File: src/inc/adc_link_pkg.sv
// Purpose: Shared constants for the serial converter readout link
// Assumes: One system clock at 100 MHz on both ends
// Notes: Serial clock is made by the host by division of its own clock
package adc_link_pkg;
   localparam int RESULT_W = 13;
   localparam logic [12:0] CODE_MOST_NEG = 13'h1000;
   localparam logic [12:0] CODE_MOST_POS = 13'h0FFF;
   localparam logic [12:0] CODE_FIRST_POS = 13'h0001;
   localparam logic [4:0] CONV_BITS = 5'h0D;
   localparam logic [4:0] BIT_CNT_ZERO = 5'h00;
   localparam logic [4:0] BIT_CNT_ONE = 5'h01;
   // Sample window of 1.5 link clocks: the first rising edge plus one whole clock
   localparam logic [1:0] ACQ_RISES = 2'h2;
   localparam logic [1:0] ACQ_ZERO = 2'h0;
   localparam logic [1:0] ACQ_ONE = 2'h1;
   // Host serial clock: 80 ns period from 10 ns system clock
   localparam int SYS_PERIOD_NS = 10;
   localparam int LINK_PERIOD_NS = 80;
   localparam int HALF_DIV = LINK_PERIOD_NS / (2 * SYS_PERIOD_NS);
   localparam logic [3:0] HALF_DIV_CNT = 4'(HALF_DIV - 1);
   localparam logic [3:0] DIV_ZERO = 4'h0;
   // Full clock cycles the host sends: acquisition plus conversion
   localparam logic [4:0] HOST_CLOCKS = 5'h0F;
   localparam int FIFO_DEPTH = 8;
   localparam logic [12:0] RESULT_ZERO = 13'h0000;
endpackage

File: src/inc/adc_link_if.sv
// Purpose: Three-wire link between the converter and its host
// Assumes: All wires are single-driver, no tristate needed
// Notes: Serial output is driven by the converter at all times
`timescale 1ns/10ps
interface adc_link_if;
   logic select_shutdown_n;
   logic sclk;
   logic sdo;
   modport converter (input select_shutdown_n, input sclk, output sdo);
   modport host (output select_shutdown_n, output sclk, input sdo);
endinterface

File: src/core/result_fifo.sv
// Purpose: Small valid/ready FIFO for conversion results
// Assumes: Single clock
// Notes: Honest full and empty; write refused when full
`timescale 1ns/10ps
module result_fifo #(
   parameter int WIDTH = 13,
   parameter int DEPTH = 8
) (
   // Clock and reset
   input wire logic clk_i,
   input wire logic reset_i,
   // Fill side
   input wire logic in_valid_i,
   output logic in_ready_o,
   input wire logic [WIDTH-1:0] in_data_i,
   // Drain side
   output logic out_valid_o,
   input wire logic out_ready_i,
   output logic [WIDTH-1:0] out_data_o
);
   localparam int AW = $clog2(DEPTH);
   logic [WIDTH-1:0] mem_q [DEPTH];
   logic [AW-1:0] wr_q;
   logic [AW-1:0] rd_q;
   logic [AW:0] cnt_q;
   logic push;
   logic pop;

   // Handshake terms
   assign in_ready_o = (cnt_q != (AW+1)'(DEPTH));
   assign out_valid_o = (cnt_q != '0);
   assign push = in_valid_i && in_ready_o;
   assign pop = out_valid_o && out_ready_i;
   assign out_data_o = mem_q[rd_q];

   // Storage
   always_ff @(posedge clk_i)
   begin
      if (push)
      begin
         mem_q[wr_q] <= in_data_i;
      end
   end

   // Pointers and fill count
   always_ff @(posedge clk_i)
   begin
      if (reset_i)
      begin
         wr_q <= '0;
         rd_q <= '0;
         cnt_q <= '0;
      end
      else
      begin
         if (push)
         begin
            wr_q <= AW'(wr_q + 1'b1);
         end
         if (pop)
         begin
            rd_q <= AW'(rd_q + 1'b1);
         end
         cnt_q <= (AW+1)'(cnt_q + push - pop);
      end
   end
endmodule // result_fifo

File: src/core/adc_host.sv
// Purpose: Host end: drives select and serial clock, gathers 13 bits
// Assumes: Single system clock; serial clock made by divider
// Notes: Results pass through an 8-word FIFO; a full FIFO stalls new sessions
`timescale 1ns/10ps
module adc_host (
   // Clock and reset
   input wire logic clk_i,
   input wire logic reset_i,
   // Request
   input wire logic start_i,
   output logic start_ready_o,
   // Result stream
   output logic result_valid_o,
   input wire logic result_ready_i,
   output logic [12:0] result_o,
   // Link
   adc_link_if.host link
);
   typedef enum logic [2:0] {
      HS_IDLE = 3'b001,
      HS_RUN = 3'b010,
      HS_DONE = 3'b100
   } host_state_t;

   host_state_t state_q;
   logic [3:0] div_q;
   logic sclk_q;
   logic cs_n_q;
   logic [4:0] clocks_q;
   logic [12:0] shift_q;
   logic sdo_m_q, sdo_s_q;
   logic half_tick;
   logic fifo_ready;
   logic push_q;
   logic [1:0] take_q;

   // Sample the returned serial data with two flip-flops
   always_ff @(posedge clk_i)
   begin
      if (reset_i)
      begin
         sdo_m_q <= 1'b0;
         sdo_s_q <= 1'b0;
      end
      else
      begin
         sdo_m_q <= link.sdo;
         sdo_s_q <= sdo_m_q;
      end
   end

   // Capture pipe: a bit set on a falling edge reaches sdo_s_q five system clocks
   // later, one clock after our next rising edge, so the rising edge that should
   // take it is marked here and the shift happens two clocks after it
   always_ff @(posedge clk_i)
   begin
      if (reset_i)
      begin
         take_q <= '0;
      end
      else
      begin
         take_q <= {take_q[0], (state_q == HS_RUN) && half_tick && !sclk_q &&
            (clocks_q >= 5'(adc_link_pkg::ACQ_RISES))};
      end
   end

   // Divider for half periods of the serial clock
   assign half_tick = (div_q == adc_link_pkg::HALF_DIV_CNT);
   always_ff @(posedge clk_i)
   begin
      if (reset_i || state_q != HS_RUN)
      begin
         div_q <= adc_link_pkg::DIV_ZERO;
      end
      else
      begin
         div_q <= half_tick ? adc_link_pkg::DIV_ZERO : 4'(div_q + 1'b1);
      end
   end

   // A result still on its way into the buffer counts as taken room, so the
   // last free word is never promised twice
   assign start_ready_o = (state_q == HS_IDLE) && fifo_ready && !push_q;

   // Session control: select low, clocks, select high again
   always_ff @(posedge clk_i)
   begin
      if (reset_i)
      begin
         state_q <= HS_IDLE;
         cs_n_q <= 1'b1;
         sclk_q <= 1'b0;
         clocks_q <= adc_link_pkg::BIT_CNT_ZERO;
         shift_q <= adc_link_pkg::RESULT_ZERO;
         push_q <= 1'b0;
      end
      else
      begin
         push_q <= 1'b0;
         if (take_q[1])
         begin
            shift_q <= {shift_q[11:0], sdo_s_q};
         end
         unique case (state_q)
            HS_IDLE:
            begin
               if (start_i && start_ready_o)
               begin
                  cs_n_q <= 1'b0;
                  state_q <= HS_RUN;
                  clocks_q <= adc_link_pkg::BIT_CNT_ZERO;
               end
            end
            HS_RUN:
            begin
               if (half_tick)
               begin
                  sclk_q <= !sclk_q;
                  if (!sclk_q)
                  begin
                     // Rising edge: count it; the bit itself is taken by the capture pipe
                     clocks_q <= 5'(clocks_q + adc_link_pkg::BIT_CNT_ONE);
                  end
                  else if (clocks_q == adc_link_pkg::HOST_CLOCKS)
                  begin
                     state_q <= HS_DONE;
                  end
               end
            end
            HS_DONE:
            begin
               cs_n_q <= 1'b1;
               push_q <= 1'b1;
               state_q <= HS_IDLE;
            end
            default:
            begin
               state_q <= HS_IDLE;
            end
         endcase
      end
   end

   assign link.select_shutdown_n = cs_n_q;
   assign link.sclk = sclk_q;

   result_fifo #(
      .WIDTH(adc_link_pkg::RESULT_W),
      .DEPTH(adc_link_pkg::FIFO_DEPTH)
   ) u_fifo (
      .clk_i(clk_i),
      .reset_i(reset_i),
      .in_valid_i(push_q),
      .in_ready_o(fifo_ready),
      .in_data_i(shift_q),
      .out_valid_o(result_valid_o),
      .out_ready_i(result_ready_i),
      .out_data_o(result_o)
   );
endmodule // adc_host

File: src/flat_wrapper.sv
// flat-port wrapper written by rule: the top's interface ports become plain ports
module adc_host_flat 
  (clk_i, reset_i, start_i, start_ready_o, result_valid_o, result_ready_i, result_o, link_select_shutdown_n, link_sclk, link_sdo);
  adc_link_if link_i ();
  input wire logic clk_i;
  input wire logic reset_i;
  input wire logic start_i;
  output logic start_ready_o;
  output logic result_valid_o;
  input wire logic result_ready_i;
  output logic [12:0] result_o;
  output wire logic [$bits(link_i.select_shutdown_n)-1:0] link_select_shutdown_n;
  output wire logic [$bits(link_i.sclk)-1:0] link_sclk;
  input wire logic [$bits(link_i.sdo)-1:0] link_sdo;
  assign link_select_shutdown_n = link_i.select_shutdown_n;
  assign link_sclk = link_i.sclk;
  assign link_i.sdo = link_sdo;
  adc_host u_core (.clk_i(clk_i), .reset_i(reset_i), .start_i(start_i), .start_ready_o(start_ready_o), .result_valid_o(result_valid_o), .result_ready_i(result_ready_i), .result_o(result_o), .link(link_i));
endmodule
File: config.mk
export PLATFORM = sky130hd
export DESIGN_NAME = adc_host_flat
export DESIGN_NICKNAME = d
export VERILOG_FILES = /design/src/inc/adc_link_pkg.sv /design/src/inc/adc_link_if.sv /design/src/core/result_fifo.sv /design/src/core/adc_host.sv /design/src/flat_wrapper.sv
export SDC_FILE = /design/constraint.sdc
export NUM_CORES = 1
export LEC_CHECK = 0
export ABC_AREA = 1
export BUFFER_PORTS_ARGS = -buffer_cell sky130_fd_sc_hd__clkbuf_2
export CAP_MARGIN = 20
export CELL_PAD_IN_SITES_DETAIL_PLACEMENT = 1
export CELL_PAD_IN_SITES_GLOBAL_PLACEMENT = 2
export CORE_UTILIZATION = 41
export CTS_CLUSTER_DIAMETER = 60
export CTS_CLUSTER_SIZE = 12
export DETAILED_ROUTE_END_ITERATION = 12
export PLACE_DENSITY_LB_ADDON = 0.1
export SLEW_MARGIN = 40
export SYNTH_ARGS = -nofsm -noshare
export SYNTH_HDL_FRONTEND = slang
export SYNTH_SLANG_ARGS = --single-unit
File: constraint.sdc
create_clock -name clk_i -period 2.3 [get_ports clk_i]
set_input_delay 0.115 -clock clk_i [delete_from_list [all_inputs] [get_ports clk_i]]
set_output_delay 0.115 -clock clk_i [all_outputs]
set_load 0.05 [all_outputs]
# Word-level counts from Yosys, hierarchy flattened

Memories as Yosys holds them, arrays and structs flattened. A register that Yosys moved wholly into a read port is not among the register bits.
Index checks and enable logic that the tools add are counted.

Input bits: 5
Register bits: 42
Memories: 1
Word-level logic and storage cells: 68
Output and inout bits: 17
Memory bits (writable): 104

Memory list:

| memory              | depth | bits a word | read ports | clocked after Yosys merged registers in | write ports | line              | source |
|---|---|---|---|---|---|---|---|
| u_core.u_fifo.mem_q | 8     | 13          | 1          | 1                                       | 1           | result_fifo.sv:22 | `logic [WIDTH-1:0] mem_q [DEPTH];` |

$lt $le $gt $ge: 1
Reductions and logical operators: 19
Mux-type cells: 16
Equality and inequality tests: 12
Add/sub/neg operators: 6

Operator list:

| kind                | count |
|---|---|
| $mux 3              | 6 |
| $mux 5              | 3 |
| $pmux 5 s2          | 1 |
| $logic_and 1x1->1   | 8 |
| $reduce_and 4->1    | 2 |
| $add 3x1->3 const B | 2 |
| $ne 2x2->1 const B  | 3 |
| $pmux 3 s2          | 1 |
| $add 5x1->5 const B | 1 |
| $eq 5x4->1 const B  | 1 |
| $ge 5x2->1 const B  | 1 |
| $add 4x1->4         | 1 |
| $add 4x1->4 const B | 1 |
| $eq 4x2->1 const B  | 1 |
| $mux 1              | 4 |
| $ne 2x1->1 const B  | 2 |
| $ne 4x4->1 const B  | 1 |
| $reduce_and 2->1    | 2 |
| $reduce_bool 2->1   | 2 |
| $reduce_bool 4->1   | 1 |
| $sub 4x1->4         | 1 |
| $eq 3x1->1 const B  | 1 |
| $eq 3x2->1 const B  | 1 |
| $eq 3x3->1 const B  | 1 |
| other kinds (5)     | 6 |

# Depth between registers and ports, before layout

Word-level depth: 6
Depth in mapped cells: 12
Depth with buffers taken out: 12

# By module

From an unflattened synthesis, not the netlist that was laid out.

Cell total of the unflattened synthesis: 706
Area, all modules: 6,580.1 sq um

Modules (own cells, without submodules):

| module      | area each (sq um) | cells each | instances | sequential area each (sq um) |
|---|---|---|---|---|
| result_fifo | 5,230.0           | 527        | 1         | 3,383.2 |
| adc_host    | 1,350.0           | 179        | 1         | 640.6 |

# Worst setup path after synthesis

Ideal clock, no wire load.

Kind: reg-to-reg
Start: register u_core.u_fifo.cnt_q[2]
End: register u_core.u_fifo.cnt_q[2]
Stages on the path, launching flop included: 12
Buffers on the path: 0
Library setup time: 0.128 ns
Clock period less this slack: 2.317 ns
Path slack: -0.017 ns
Arrival: 2.189 ns
Required time: 2.172 ns
Cells stage by stage: dfxtp_1 > inv_1 > ha_1 > nand3_1 > nand2_1 > inv_1 > nand2_1 > nand2_1 > ha_1 > fa_1 > xnor2_1 > nor2_1

Elaborated cells between the ends (all ways): 6
Those cells by class: add/sub: 2; eq/ne: 1; reduce/logical: 3

RTL lines:

| what                   | line              | source |
|---|---|---|
| from (decl)            | result_fifo.sv:25 | `logic [AW:0] cnt_q;` |
| from (signal assigned) | result_fifo.sv:64 | `cnt_q <= (AW+1)'(cnt_q + push - pop);` |
| $reduce_bool 4->1      | result_fifo.sv:31 | `assign out_valid_o = (cnt_q != '0);` |
| net result_valid_o     | flat_wrapper.sv:9 | `output logic result_valid_o;` |
| $logic_and 1x1->1      | result_fifo.sv:33 | `assign pop = out_valid_o && out_ready_i;` |
| $sub 4x1->4            | result_fifo.sv:64 |  |

The timed path passes the listed nets, and every way through them passes these cells.
A chain may end at the register's enable or synchronous reset.

==> flow_summary.yaml <==
routing:
  detail-route-antenna-nets: 0
  drt_iter0_markers: 223
  routed_wl_um: 13690
  routed_via_density: 5.132
  num_vias: 4080
  drt_first_pass_iters: 5
  wl_per_cell_um: 17.22
  drc: 0
min_path:
  worstHoldPathCells: 2
  min_to: "u_core.sdo_m_q"
  hold_class: "in -> reg"
  hold_start: "reset_i"
critical_path:
  cp_slowest_stage_delay_ns: 0.35
  cp-end-kind: "primary output"
  ff2ff_setup_slack_ns: 0.30
  critPathKind: "reg -> out"
  crit_chain: "buf_12 -> inv_2 -> buf_4 -> nor2_1 -> o21ai_0 -> a31oi_1 -> clkbuf_2"
  r2r_start: "u_core.u_fifo.cnt_q[2]"
  path_max_fanout: 27
  cp_slowest_cell: "dfxtp_1"
  start_kind: "register"
  r2r_end: "u_core.u_fifo.cnt_q[2]"
  arrival_ns: 2.05
  crit_required_ns: 2.18
  r2r_cells: 11
grt:
  grt_use_total_pct: 20.25
  grt_overflow_total: 0
  grt_pass1_wl_um: 22220
  grt_max_degree: 53
  antenna_found_initial: 0
  grt_pass1_vias: 4203
synth:
  ys_warn_count: 0
  yosysMostFrequentCell: "nor2_1"
  synth_cells: 563
  netlist_top_cells_count: "nor2_1 (128), edfxtp_1 (104), nand2_1 (74), o21ai_0 (64), dfxtp_1 (45)"
  syn_area_mm2: 0.005964
  synth_area_leaders: "edfxtp_1 (52%), dfxtp_1 (15%), nor2_1 (8.1%), o21ai_0 (5.4%), nand2_1 (4.7%)"
  ys_ff_latch: 149
  ys_async_sr_fraction_pct: 0
  synth_top_area_share_pct: 52.36
  synth_ff_type: "edfxtp_1"
  yosysSeqAreaShare_pct: 67.46
  ys_types: 30
  syn_nets: 580
  synth_edf_count: 104
  synth_largest_area_cell: "edfxtp_1"
  synth.avg_cell_area_um2: 10.59
final_layout:
  nNetsFinal: 619
  final_util_pct: 50.03
  diodes: 0
  syn2layout_area_growth_pct: 17.79
  drive_above_1_share_pct: 13.17
  final_area_mm2: 0.007025
placement:
  io_buffers: 21
  dpl_cell_area_mm2: 0.006364
  place_hpwl_um: 8496
  gp_congestion: 0.7273
  place_ws_ns: 0.2835
clock_tree:
  clk_pin_slew_worst_paths_ns: 0.06
  insertion_delay_ns: 0.42
  cts_tree: "done"
  h-tree-depth: 4
  cts_buffers: 17
  post_cts_buffers: 0
  cts_root_buffer: "clkbuf_16"
  clock_sinks: 149
  clock_path_buffers: 2
pwr:
  peakVddDrop_mv: 0.4493
  power_density_mw_per_mm2: 1156
  p_leak_nw: 2.799
floorplanning:
  die-area_mm2: 0.01503
  coreArea_mm2: 0.01404
  die_width_um: 122.6
  die_h_um: 122.6
  start_util_pct: 42.48
  rows: 43
  num_io_pins: 22
sta:
  drv_slew: 0
  max_freq_mhz: 461.6
  relSlewSlack_pct: 56.23
  setup_slack_ns: 0.1339
  setup_violations: 0
  hold_viol: 0
  grt_setup_unrepaired: "no"
  worst_pin_slew_ns: 0.6559
  fin_crit_sh_pct: 94.18
  fin_skew_ns: 0.008313
  period_needed_ns: 2.166
  tns_ns: 0
run_status:
  status: "completed"
flow_run:
  drv_cap: 0
-- cells by family after synthesis --
| family | count (synthesis) | share of synthesized area [%] |
|---|---|---|
| AND/OR/NAND/NOR | 226 | 15.23 |
| flip-flops | 149 | 67.46 |
| AO/OA/AOI/OAI | 116 | 10.30 |
| buffers and inverters | 58 | 4.070 |
| adder cells (fa/ha/maj) | 12 | 2.643 |
| XOR/XNOR | 2 | 0.2937 |
-- registers in the layout, indices dropped and copies added, names as in the netlist, 2 cells and up, named ones only --
signal / count
u_core.clocks_q: 5
u_core.div_q: 4
u_core.shift_q: 13
u_core.state_q: 3
u_core.take_q: 2
u_core.u_fifo.cnt_q: 4
u_core.u_fifo.mem_q: 104
u_core.u_fifo.rd_q: 3
u_core.u_fifo.wr_q: 3
-- layout by cell type, fill, tap and decap left out, types with 5 or more instances in the layout --
master and count:
bufinv_16 5, nand2_1 74, clkbuf_2 19, ha_1 11, o21ai_0 64, nor2_1 128, inv_1 32, a21oi_1 29
clkbuf_16 17, o21ai_1 8, buf_4 19, a31oi_1 13, dfxtp_1 45, nand3_1 14, clkinv_2 5, edfxtp_1 104
-- worst max path at each step --
| stage | from | to | slack (ns) |
|---|---|---|---|
| after detailed placement | u_core.u_fifo.cnt_q[2] | u_core.u_fifo.cnt_q[2] | 0.28 |
| after CTS | register | result_o[5] | 0.08 |
| after global placement | u_core.u_fifo.cnt_q[2] | u_core.u_fifo.cnt_q[2] | 0.35 |
| after global routing | register | result_o[5] | 0.006 |
| final | register | result_o[11] | 0.13 |
| after floorplan | u_core.u_fifo.cnt_q[2] | u_core.u_fifo.cnt_q[2] | 0.18 |
-- through the flow --
stage,cells,power (mW),hold slack (ns)
after CTS,795,8.199,0.06710
after global routing,795,8.536,0.09920
final,795,8.120,0.07684
after floorplan,563,4.646,0.1841
after global placement,761,5.141,0.3095
after detailed placement,761,5.205,0.3266
-- layout make-up --
cell class              instances  area (µm²)
flip-flops and latches        149        4024
clock buffers                  20       456.7
clock inverters                12       182.7
fillers                      1538        7017
well taps                     180       225.2
repair buffers                 43       302.8
multi-input cells             356        1703
inverters                      35       131.4
-- worst max-delay path, delay by kind of cell (launching register included) --
family                 cells  cell delay (ns)
flip-flops                 1             0.35
AO/OA/AOI/OAI              2             0.30
buffers and inverters      4             0.85
AND/OR/NAND/NOR            1             0.10
-- metal layers --
metal	wire length, µm	share of wire, %	up-vias	global-route usage [%]
li1	-	-	1998	-
met1	6225	45	2019	24.73
met2	6888	50	47	35.18
met3	384	2.8	16	4.043
met4	189	1.4	0	7.622
met5	0	0	-	0
-- power breakdown --
part	internal [mW]	switching, mW
clock network	1.96	1.03
registers	2.95	0.0990
logic	0.595	1.48
total	5.51	2.61
-- timing repair --
item | in CTS | in global routing
endpoints found under the setup margin | 0 | 2
resized for setup | 0 | 4
endpoints found under the hold margin | 2 | 0
hold buffers | 2 | 0
No activity file was read; power rests on OpenSTA's default activity.
